**config.mk**
```make
export PLATFORM = sky130hd
export DESIGN_NAME = mic_intc
export DESIGN_NICKNAME = d
export VERILOG_FILES = /design/src/rtl/mic_pkg.sv /design/src/rtl/mic_intc.sv
export VERILOG_INCLUDE_DIRS = /design/src /design/src/rtl
export SDC_FILE = /design/constraint.sdc
export NUM_CORES = 1
export LEC_CHECK = 0
export BUFFER_PORTS_ARGS = -buffer_cell sky130_fd_sc_hd__buf_2
export CORE_ASPECT_RATIO = 1.2
export CORE_MARGIN = 3
export CORE_UTILIZATION = 47
export DETAILED_ROUTE_END_ITERATION = 12
export GPL_ROUTABILITY_DRIVEN = 0
export PLACE_DENSITY = 0.74
export SLEW_MARGIN = 20
export SYNTH_ARGS = -nofsm -noshare
export SYNTH_HDL_FRONTEND = slang
export SYNTH_SLANG_ARGS = --single-unit
export TNS_END_PERCENT = 10
```
**constraint.sdc**
```tcl
create_clock -name mclk -period 7.6 [get_ports mclk]
set_input_delay 1.9 -clock mclk [delete_from_list [all_inputs] [get_ports mclk]]
set_output_delay 1.9 -clock mclk [all_outputs]
set_load 0.05 [all_outputs]
```
**src/rtl/mic_regs.svh**
```systemverilog
// Register indices, field positions, reset values and vectors of the interrupt block
`ifndef MIC_REGS_SVH
`define MIC_REGS_SVH

`define MIC_ADDR_W        8
`define MIC_DATA_W        32
`define MIC_REG_W         8
`define MIC_PC_W          12

`define MIC_IDX_OPTION    8'hC8
`define MIC_IDX_CONV      8'hD1
`define MIC_IDX_TSCR      8'hD4
`define MIC_IDX_RELOAD    8'hD5
`define MIC_IDX_SERIAL    8'hE2
`define MIC_IDX_STATUS    8'hF0

`define MIC_OPT_GLOBAL_EN     4
`define MIC_OPT_AB_LEVEL      5
`define MIC_OPT_C_EDGE        6
`define MIC_CONV_IRQ_EN       5
`define MIC_CONV_DONE         6
`define MIC_TSCR_IRQ_EN       5
`define MIC_TSCR_ZERO         7
`define MIC_RLD_INPUT_EN      5
`define MIC_RLD_COMPARE_EN    6
`define MIC_RLD_OVERFLOW_EN   7
`define MIC_SER_DONE_EN       6

`define MIC_ST_LATCH_C    0
`define MIC_ST_LATCH_AB   1
`define MIC_ST_LATCH_NMI  2
`define MIC_ST_DEPTH      3
`define MIC_ST_LEVEL      5

`define MIC_RST_BIT       1'b0
`define MIC_RST_PIN       1'b1
`define MIC_RST_DEPTH     2'h0
`define MIC_DEPTH_MAX     2'h2

`define MIC_VEC_NMI       12'hFFC
`define MIC_VEC_1         12'hFF6
`define MIC_VEC_2         12'hFF4
`define MIC_VEC_3         12'hFF2
`define MIC_VEC_4         12'hFF0

`endif

```
**src/rtl/mic_pkg.sv**
```systemverilog
// Types shared by the interrupt block and its users
package mic_pkg;
  `include "mic_regs.svh"

  typedef enum logic [1:0] {MIC_NORMAL, MIC_IRQ, MIC_NMI} mic_level_t;

  typedef struct packed {
    logic                  instrEnd;
    logic                  irqReturn;
    logic [`MIC_PC_W-1:0]  pc;
    logic [1:0]            cz;
  } mic_core_req_t;

  typedef struct packed {
    logic                  irqTake;
    logic [`MIC_PC_W-1:0]  vector;
    logic                  pcRestoreLoad;
    logic [`MIC_PC_W-1:0]  pcRestore;
    logic                  czLoad;
    logic [1:0]            czLoadVal;
  } mic_core_rsp_t;

  typedef struct packed {
    logic nmiPin;
    logic portAbPin;
    logic portCPin;
  } mic_pins_t;

  typedef struct packed {
    logic timer1ZeroFlag;
    logic converterDoneFlag;
    logic reloadOverflowFlag;
    logic compareMatchFlag;
    logic captureInputFlag;
    logic serialDoneFlag;
  } mic_flags_t;

  typedef struct packed {
    logic                     ack;
    logic [`MIC_DATA_W-1:0]   readData;
    logic                     globalIrqEnable;
    logic                     portAbLevelSelect;
    logic                     portCEdgeSelect;
    logic                     converterIrqEnable;
    logic                     timer1IrqEnable;
    logic                     reloadOverflowIrqEnable;
    logic                     reloadCompareIrqEnable;
    logic                     reloadInputIrqEnable;
    logic                     serialDoneIrqEnable;
    logic                     nmiPrev;
    logic                     abPrev;
    logic                     cPrev;
    logic                     latchNmi;
    logic                     latchAb;
    logic                     latchC;
    mic_level_t               level;
    mic_level_t               prevLevel;
    logic [1:0]               depth;
    logic [1:0][`MIC_PC_W-1:0] stack;
    logic [2:0][1:0]          czSet;
    mic_core_rsp_t            rsp;
  } mic_state_t;
endpackage

```
**src/rtl/mic_intc.sv**
```systemverilog
// Interrupt controller: pin detection, masking, priority, entry and return
//
// Function
// RQ1: Global enable bit allows maskable interrupts; clear blocks all except non-maskable.
// RQ2: Port C input edge polarity by select bit; port A/B low level or falling.
// RQ3: Non-maskable falling edge sets a latch, cleared when its routine starts.
// RQ4: Each port input in edge mode has a latch, set by edge, cleared at entry.
// RQ5: One edge during service is kept and served later; further edges are lost.
// RQ6: Level mode stores nothing; pin must be low at the sampling moment.
// RQ7: Lines sampled at each instruction end; pending request branches to its routine.
// RQ8: With global enable low, non-maskable works but cannot wake from low power.
// RQ9: Three carry/zero flag sets; entry switches to the set of the new level.
// RQ10: Entry pushes the current program counter onto the first stack level.
// RQ11: During service maskable lines are inhibited; non-maskable may still interrupt.
// RQ12: Last entry step after latch clear loads the vector address into the PC.
// RQ13: Return instruction restores the previous flag set and pops the saved PC.
// RQ14: Service software saves its registers and polls flags behind shared vectors.
// RQ15: Timer-1 zero flag reaches the core only with its enable bit set.
// RQ16: Converter done flag forwarded only with its enable bit set.
// RQ17: Reload timer overflow, compare and input flags each gated by their enable.
// RQ18: Serial done flag raises a request only with its enable bit set.
// RQ19: Port pin requests are masked only by the global enable bit.
// RQ20: Fixed priority vector 1 highest to 4 lowest; maskable never nest.
// RQ21: Each peripheral flag passes to the core only with its mask bit one.
// RQ22: Masked flags are left untouched, so requests appear once unmasked.
//
// The implementer's own choice: the Avalon-MM register port.
`timescale 1ns/1ps

module mic_intc
  import mic_pkg::*;
(
  input  wire logic                           mclk,
  input  wire logic                           rst_b,
  input  wire logic [`MIC_ADDR_W-1:0]         avs_address,
  input  wire logic                           avs_read,
  input  wire logic                           avs_write,
  input  wire logic [`MIC_DATA_W-1:0]         avs_writedata,
  output      logic [`MIC_DATA_W-1:0]         avs_readdata,
  output      logic                           avs_waitrequest,
  input  wire mic_pkg::mic_pins_t             pins,
  input  wire mic_pkg::mic_flags_t            flags,
  input  wire mic_pkg::mic_core_req_t         coreReq,
  output      mic_pkg::mic_core_rsp_t         coreRsp,
  output      logic                           wakeReq
);
  import mic_pkg::*;

  mic_state_t s_q;
  mic_state_t s_d;

  logic nmiFall;
  logic abFall;
  logic cEdge;
  logic req1;
  logic req2;
  logic req3;
  logic req4;
  logic maskReq;
  logic busReq;

  // Two-bit index of a flag set for a level
  function automatic logic [1:0] lvlIdx(input mic_level_t lv);
    lvlIdx = 2'(lv);
  endfunction

  // Byte-wide register index match used by the write decode
  function automatic logic hit(input logic [`MIC_ADDR_W-1:0] a,
                               input logic [`MIC_ADDR_W-1:0] idx);
    hit = (a == idx);
  endfunction

  assign busReq          = avs_read | avs_write;
  assign avs_waitrequest = busReq & ~s_q.ack;
  assign avs_readdata    = s_q.readData;
  assign coreRsp         = s_q.rsp;

  // Pin edge detectors
  always_comb begin
    nmiFall = s_q.nmiPrev & ~pins.nmiPin; // RQ3
    abFall  = s_q.abPrev & ~pins.portAbPin;
    cEdge   = s_q.portCEdgeSelect ? (~s_q.cPrev & pins.portCPin)
                                  : (s_q.cPrev & ~pins.portCPin); // RQ2
  end

  // Gated requests per vector
  always_comb begin
    req1 = s_q.portAbLevelSelect ? ~pins.portAbPin : s_q.latchAb; // RQ2 RQ6
    req2 = s_q.latchC
         | (flags.serialDoneFlag & s_q.serialDoneIrqEnable); // RQ18 RQ21
    req3 = (flags.reloadOverflowFlag & s_q.reloadOverflowIrqEnable)
         | (flags.compareMatchFlag & s_q.reloadCompareIrqEnable)
         | (flags.captureInputFlag & s_q.reloadInputIrqEnable); // RQ17 RQ21
    req4 = (flags.timer1ZeroFlag & s_q.timer1IrqEnable) // RQ15
         | (flags.converterDoneFlag & s_q.converterIrqEnable); // RQ16 RQ22
    maskReq = s_q.globalIrqEnable & (req1 | req2 | req3 | req4); // RQ1 RQ19
  end

  // Low-power exit request
  assign wakeReq = maskReq | (s_q.latchNmi & s_q.globalIrqEnable); // RQ8

  always_comb begin
    s_d = s_q;
    s_d.rsp.irqTake       = 1'b0;
    s_d.rsp.pcRestoreLoad = 1'b0;
    s_d.rsp.czLoad        = 1'b0;

    // Bus slave: answer one cycle after the request appears
    s_d.ack = busReq & ~s_q.ack;
    if (busReq & ~s_q.ack) begin
      s_d.readData = '0;
      if (avs_read) begin
        unique case (avs_address)
          `MIC_IDX_CONV: begin
            s_d.readData[`MIC_CONV_IRQ_EN] = s_q.converterIrqEnable;
            s_d.readData[`MIC_CONV_DONE]   = flags.converterDoneFlag;
          end
          `MIC_IDX_TSCR: begin
            s_d.readData[`MIC_TSCR_IRQ_EN] = s_q.timer1IrqEnable;
            s_d.readData[`MIC_TSCR_ZERO]   = flags.timer1ZeroFlag;
          end
          `MIC_IDX_RELOAD: begin
            s_d.readData[`MIC_RLD_OVERFLOW_EN] = s_q.reloadOverflowIrqEnable;
            s_d.readData[`MIC_RLD_COMPARE_EN]  = s_q.reloadCompareIrqEnable;
            s_d.readData[`MIC_RLD_INPUT_EN]    = s_q.reloadInputIrqEnable;
          end
          `MIC_IDX_SERIAL: begin
            s_d.readData[`MIC_SER_DONE_EN] = s_q.serialDoneIrqEnable;
          end
          `MIC_IDX_STATUS: begin
            s_d.readData[`MIC_ST_LATCH_C]   = s_q.latchC;
            s_d.readData[`MIC_ST_LATCH_AB]  = s_q.latchAb;
            s_d.readData[`MIC_ST_LATCH_NMI] = s_q.latchNmi;
            s_d.readData[`MIC_ST_DEPTH +: 2] = s_q.depth;
            s_d.readData[`MIC_ST_LEVEL +: 2] = lvlIdx(s_q.level);
          end
          default: s_d.readData = '0;
        endcase
      end
    end
    if (avs_write & s_q.ack) begin
      if (hit(avs_address, `MIC_IDX_OPTION)) begin
        s_d.globalIrqEnable   = avs_writedata[`MIC_OPT_GLOBAL_EN]; // RQ1
        s_d.portAbLevelSelect = avs_writedata[`MIC_OPT_AB_LEVEL];
        s_d.portCEdgeSelect   = avs_writedata[`MIC_OPT_C_EDGE];
      end
      if (hit(avs_address, `MIC_IDX_CONV)) begin
        s_d.converterIrqEnable = avs_writedata[`MIC_CONV_IRQ_EN];
      end
      if (hit(avs_address, `MIC_IDX_TSCR)) begin
        s_d.timer1IrqEnable = avs_writedata[`MIC_TSCR_IRQ_EN];
      end
      if (hit(avs_address, `MIC_IDX_RELOAD)) begin
        s_d.reloadOverflowIrqEnable = avs_writedata[`MIC_RLD_OVERFLOW_EN];
        s_d.reloadCompareIrqEnable  = avs_writedata[`MIC_RLD_COMPARE_EN];
        s_d.reloadInputIrqEnable    = avs_writedata[`MIC_RLD_INPUT_EN];
      end
      if (hit(avs_address, `MIC_IDX_SERIAL)) begin
        s_d.serialDoneIrqEnable = avs_writedata[`MIC_SER_DONE_EN];
      end
    end

    // Pin history
    s_d.nmiPrev = pins.nmiPin;
    s_d.abPrev  = pins.portAbPin;
    s_d.cPrev   = pins.portCPin;

    // Return: restore flags and saved PC
    if (coreReq.irqReturn) begin
      s_d.czSet[lvlIdx(s_q.level)] = coreReq.cz;
      s_d.level = (s_q.level == MIC_NMI) ? s_q.prevLevel : MIC_NORMAL; // RQ13
      s_d.prevLevel = MIC_NORMAL;
      s_d.rsp.czLoad    = 1'b1;
      s_d.rsp.czLoadVal = s_q.czSet[lvlIdx(s_d.level)]; // RQ13
      if (s_q.depth != `MIC_RST_DEPTH) begin
        s_d.depth = s_q.depth - 2'h1;
        s_d.rsp.pcRestoreLoad = 1'b1;
        s_d.rsp.pcRestore     = s_q.stack[s_d.depth[0]]; // RQ13
      end
    end else if (coreReq.instrEnd) begin // RQ7
      if (s_q.latchNmi && s_q.level != MIC_NMI
          && s_q.depth != `MIC_DEPTH_MAX) begin // RQ11
        s_d.czSet[lvlIdx(s_q.level)] = coreReq.cz; // RQ9
        s_d.rsp.czLoadVal = s_q.czSet[lvlIdx(MIC_NMI)];
        s_d.rsp.czLoad    = 1'b1;
        s_d.stack[s_q.depth[0]] = coreReq.pc; // RQ10
        s_d.depth     = s_q.depth + 2'h1;
        s_d.prevLevel = s_q.level;
        s_d.level     = MIC_NMI;
        s_d.latchNmi  = 1'b0; // RQ3
        s_d.rsp.vector  = `MIC_VEC_NMI; // RQ12
        s_d.rsp.irqTake = 1'b1;
      end else if (maskReq && s_q.level == MIC_NORMAL) begin // RQ11 RQ20
        s_d.czSet[lvlIdx(s_q.level)] = coreReq.cz; // RQ9
        s_d.rsp.czLoadVal = s_q.czSet[lvlIdx(MIC_IRQ)];
        s_d.rsp.czLoad    = 1'b1;
        s_d.stack[s_q.depth[0]] = coreReq.pc; // RQ10
        s_d.depth     = s_q.depth + 2'h1;
        s_d.prevLevel = MIC_NORMAL;
        s_d.level     = MIC_IRQ;
        s_d.rsp.irqTake = 1'b1;
        if (req1) begin // RQ20
          s_d.latchAb    = 1'b0; // RQ4
          s_d.rsp.vector = `MIC_VEC_1; // RQ12
        end else if (req2) begin
          s_d.latchC     = 1'b0; // RQ4
          s_d.rsp.vector = `MIC_VEC_2;
        end else if (req3) begin
          s_d.rsp.vector = `MIC_VEC_3;
        end else begin
          s_d.rsp.vector = `MIC_VEC_4;
        end
      end
    end

    // Latch sets win over the entry clear; a single bit keeps one extra edge
    if (nmiFall) begin
      s_d.latchNmi = 1'b1; // RQ3
    end
    if (abFall & ~s_q.portAbLevelSelect) begin
      s_d.latchAb = 1'b1; // RQ4 RQ5
    end
    if (s_q.portAbLevelSelect) begin
      s_d.latchAb = 1'b0; // RQ6
    end
    if (cEdge) begin
      s_d.latchC = 1'b1; // RQ4 RQ5
    end
  end

  // Reset enters non-maskable mode so the start routine ends with a return
  always_ff @(posedge mclk or negedge rst_b) begin
    if (!rst_b) begin
      s_q                         <= '0;
      s_q.nmiPrev                 <= `MIC_RST_PIN;
      s_q.abPrev                  <= `MIC_RST_PIN;
      s_q.cPrev                   <= `MIC_RST_PIN;
      s_q.globalIrqEnable         <= `MIC_RST_BIT;
      s_q.level                   <= MIC_NMI;
      s_q.prevLevel               <= MIC_NORMAL;
      s_q.depth                   <= `MIC_RST_DEPTH;
    end else begin
      s_q <= s_d;
    end
  end

endmodule // mic_intc

```
==> impl_summary.txt <==
----------------------------------------------------
[Outcome]
  Outcome ... finished, final reports clean

[Floorplan]
  Die area ... 10170 um^2
  Number of cell rows ... 37
  Placeable core area ... 8657 um^2
  Number of I/O pins ... 132
  Die extent in x ... 92.57 um
  Die height ... 109.9 um
  Initial core utilization ... 48.82%

[CTS]
  Number of buffers inserted to repair setup after CTS ... 0
  Number of buffers on the longest clock path ... 2
  Clock buffer count from CTS ... 9
  Sinks on Clock Net ... 81
  H-tree levels ... 3
  Clk pin slew, worst setup/hold paths ... 70 ps
  # resized after CTS ... 0
  Count of hold-fix buffers inserted at cts ... 0
  Root Buffer ... clkbuf_8
  Source-to-sink clock delay at the later pin of the worst-skew pair ... 340 ps
  CTS tree ... built

[Timing]
  Final setup vio count ... 0
  Slew at the pin closest to its max-slew limit ... 992.2 ps
  Largest clock skew in the final design ... 8.648 ps
  RSZ-0062 raised after global routing ... no
  Post-route fraction of the period consumed by the critical path ... 66.55%
  Worst-case hold slack ... 475.3 ps
  Highest Clock Rate ... 197.7 MHz
  Count of endpoints failing hold in the final timing report ... 0
  Number of pins exceeding their max-slew limit in the final report ... 0
  Final Critical Period ... 5058 ps
  Slew Limit Headroom ... 33.85%
  Fin Setup TNS ... 0 ps

[Layout]
  Final net count ... 478
  Commonest cells after routing, fill and taps aside ... 77 x dfrtp_1, 77 x buf_2, 25 x conb_1, 23 x nand2_1, 19 x mux2_4
  Area delta synth->final ... 7.697%
  Proportion of layout cells with a drive suffix above 1 ... 34.95%
  # fillers ... 779
  Number of antenna cells inserted ... 0

[Worst setup path]
  List of cells traversed by the critical path ... buf_2, a222oi_1, and2_1, a31oi_1, buf_2
  Total number of cells along the worst setup path ... 5
  Data required time of the worst path ... 5700 ps
  Nature of the critical path startpoint ... input pin
  Kind of capture point of the worst setup path ... output pin
  CP Buf/Inv Count ... 2
  CP max stage delay ... 550 ps
  Most frequent CP cell ... buf_2
  Slowest stage cell, crit path ... a222oi_1
  Critical path fanouts, max ... 3
  Depth of the worst register-to-register path ... 7
  Kind of critical path ... input pin to output pin
  Arrival @ worst endpoint ... 3160 ps
  CP top delay family ... compound AO/OA/AOI/OAI gates

[Global route]
  First-pass GRT wire length ... 13.12 mm
  Total congestion overflow after global routing ... 0
  Largest net degree at the start of global routing ... 82
  Number of global-route vias before repair ... 2741
  Global-route total usage across every layer ... 16.44%
  Antenna violations before repair ... 0

[Drt]
  WL final ... 7.996 mm
  Detailed Route Iter0 Violations ... 88
  Router iterations before antenna repair ... 4
  Detailed-route vias per instance ... 5.125
  Routed Antenna Nets ... 0
  Routed via count ... 2711
  Post-route DRC ... 0
  Detailed-route wire length per cell ... 15.12 um

[Synthesis]
  Most frequently used flop master after synthesis ... dfrtp_1
  Ys Warns ... 0
  Post-Syn Instances ... 366
  Total standard cell area after synthesis ... 4227 um^2
  Share of synthesized flip-flops with an asynchronous set or reset ... 100.0%
  EDFF count, synth ... 0
  Mean cell area of the mapped netlist ... 11.55 um^2
  Number of flip-flops and latches in the synthesized netlist ... 81
  Number of unique standard cell types used by synthesis ... 58
  Proportion of synthesized chip area in sequential cells ... 48.08%

[Worst hold path]
  Worst Hold Path Cells ... 1
  Type of the tightest min-delay check ... flop to flop

[Pwr]
  Power, Total ... 1711 uW
  P_leak ... 0.002202 uW
  Total power per unit cell area ... 375.9 nW/um^2
  Largest voltage drop on the vdd net ... 272.9 uV

[Placed design]
  Detailed-placement wirelength estimate ... 5.745 mm
  Number of buffers added on ports ... 78

[Job]
  Max-cap violation count ... 0

----------------------------------------------------
-- synth_stat cells, drive strengths merged, types with 7 or more instances --
cell / instances / area, um^2
dfrtp: 77 / 1927
buf: 66 / 509.2
mux2: 39 / 510.5
nand2: 24 / 97.59
o21ai: 18 / 93.84
mux2i: 14 / 140.1
nor2: 13 / 56.30
inv: 12 / 47.55
a22o: 10 / 87.58
nand2b: 10 / 62.56
a21oi: 9 / 45.04
clkbuf: 7 / 26.28
nor2b: 7 / 46.30
-- through the flow --
step / std cells / utilization, % / worst slack, ps / cell area [um^2]
floorplan: 390 / - / 2506 / 4317
global placement: 512 / 49.91 / 2570 / 4320
detailed placement: 512 / 49.91 / 2554 / 4320
CTS: 528 / 52.35 / 2552 / 4532
global route: 529 / 52.58 / 2484 / 4552
finish: 529 / 52.58 / 2542 / 4552
-- metal layers --
layer | global-route usage (%) | share of wire [%] | vias up | wire, um
li1 | - | - | 1271 | -
met2 | 27.68 | 49 | 91 | 3883
met3 | 4.517 | 6.9 | 18 | 549
met4 | 7.219 | 1.9 | 0 | 151
met5 | 0 | 0 | - | 0
met1 | 19.80 | 43 | 1331 | 3411
-- kinds of logic after synthesis --
logic type	count (synthesis)	share of synthesized area, %
mux	53	15.39
flops	81	48.08
simple gates	77	10.04
other cells	1	0.08872
buf+inv	85	13.80
compound gates	65	11.60
xor+xnor	2	0.4145
fa+ha+maj	2	0.5920
-- power by group --
group | internal [uW] | switching, uW
Clock | 185 | 151
Combinational | 271 | 408
Sequential | 581 | 115
Total | 1040 | 673
-- area by class of cell --
class	instances	area [um^2]	area share, %
clock inverters	5	80.08	1.759
multi-input cells	224	1702	37.38
flip-flops and latches	81	2032	44.64
clock buffers	11	131.4	2.886
well taps	117	146.4	3.216
repair buffers	79	412.9	9.071
inverters	12	47.55	1.045
-- path summary, 6_finish.rpt --
| path | slack [ps] | startpoint | end |
|---|---|---|---|
| worst max-delay path | 2540 | flags[2] | wakeReq |
| min in group asynchronous | 1520 | rst_b | avs_readdata[6] |
| worst min-delay path | 480 | s_q[78] | s_q[66] |
| worst min register to register | 480 | s_q[78] | s_q[66] |
| max in group asynchronous | 5440 | rst_b | s_q[68] |
| worst max register to register | 4510 | s_q[59] | s_q[46] |
-- flip-flops by register name, indices dropped and copies added (netlist names) --
signal / flops
s_q: 52
avs_readdata: 8
coreRsp: 21
Note: power is estimated with default switching activity, not from simulation.
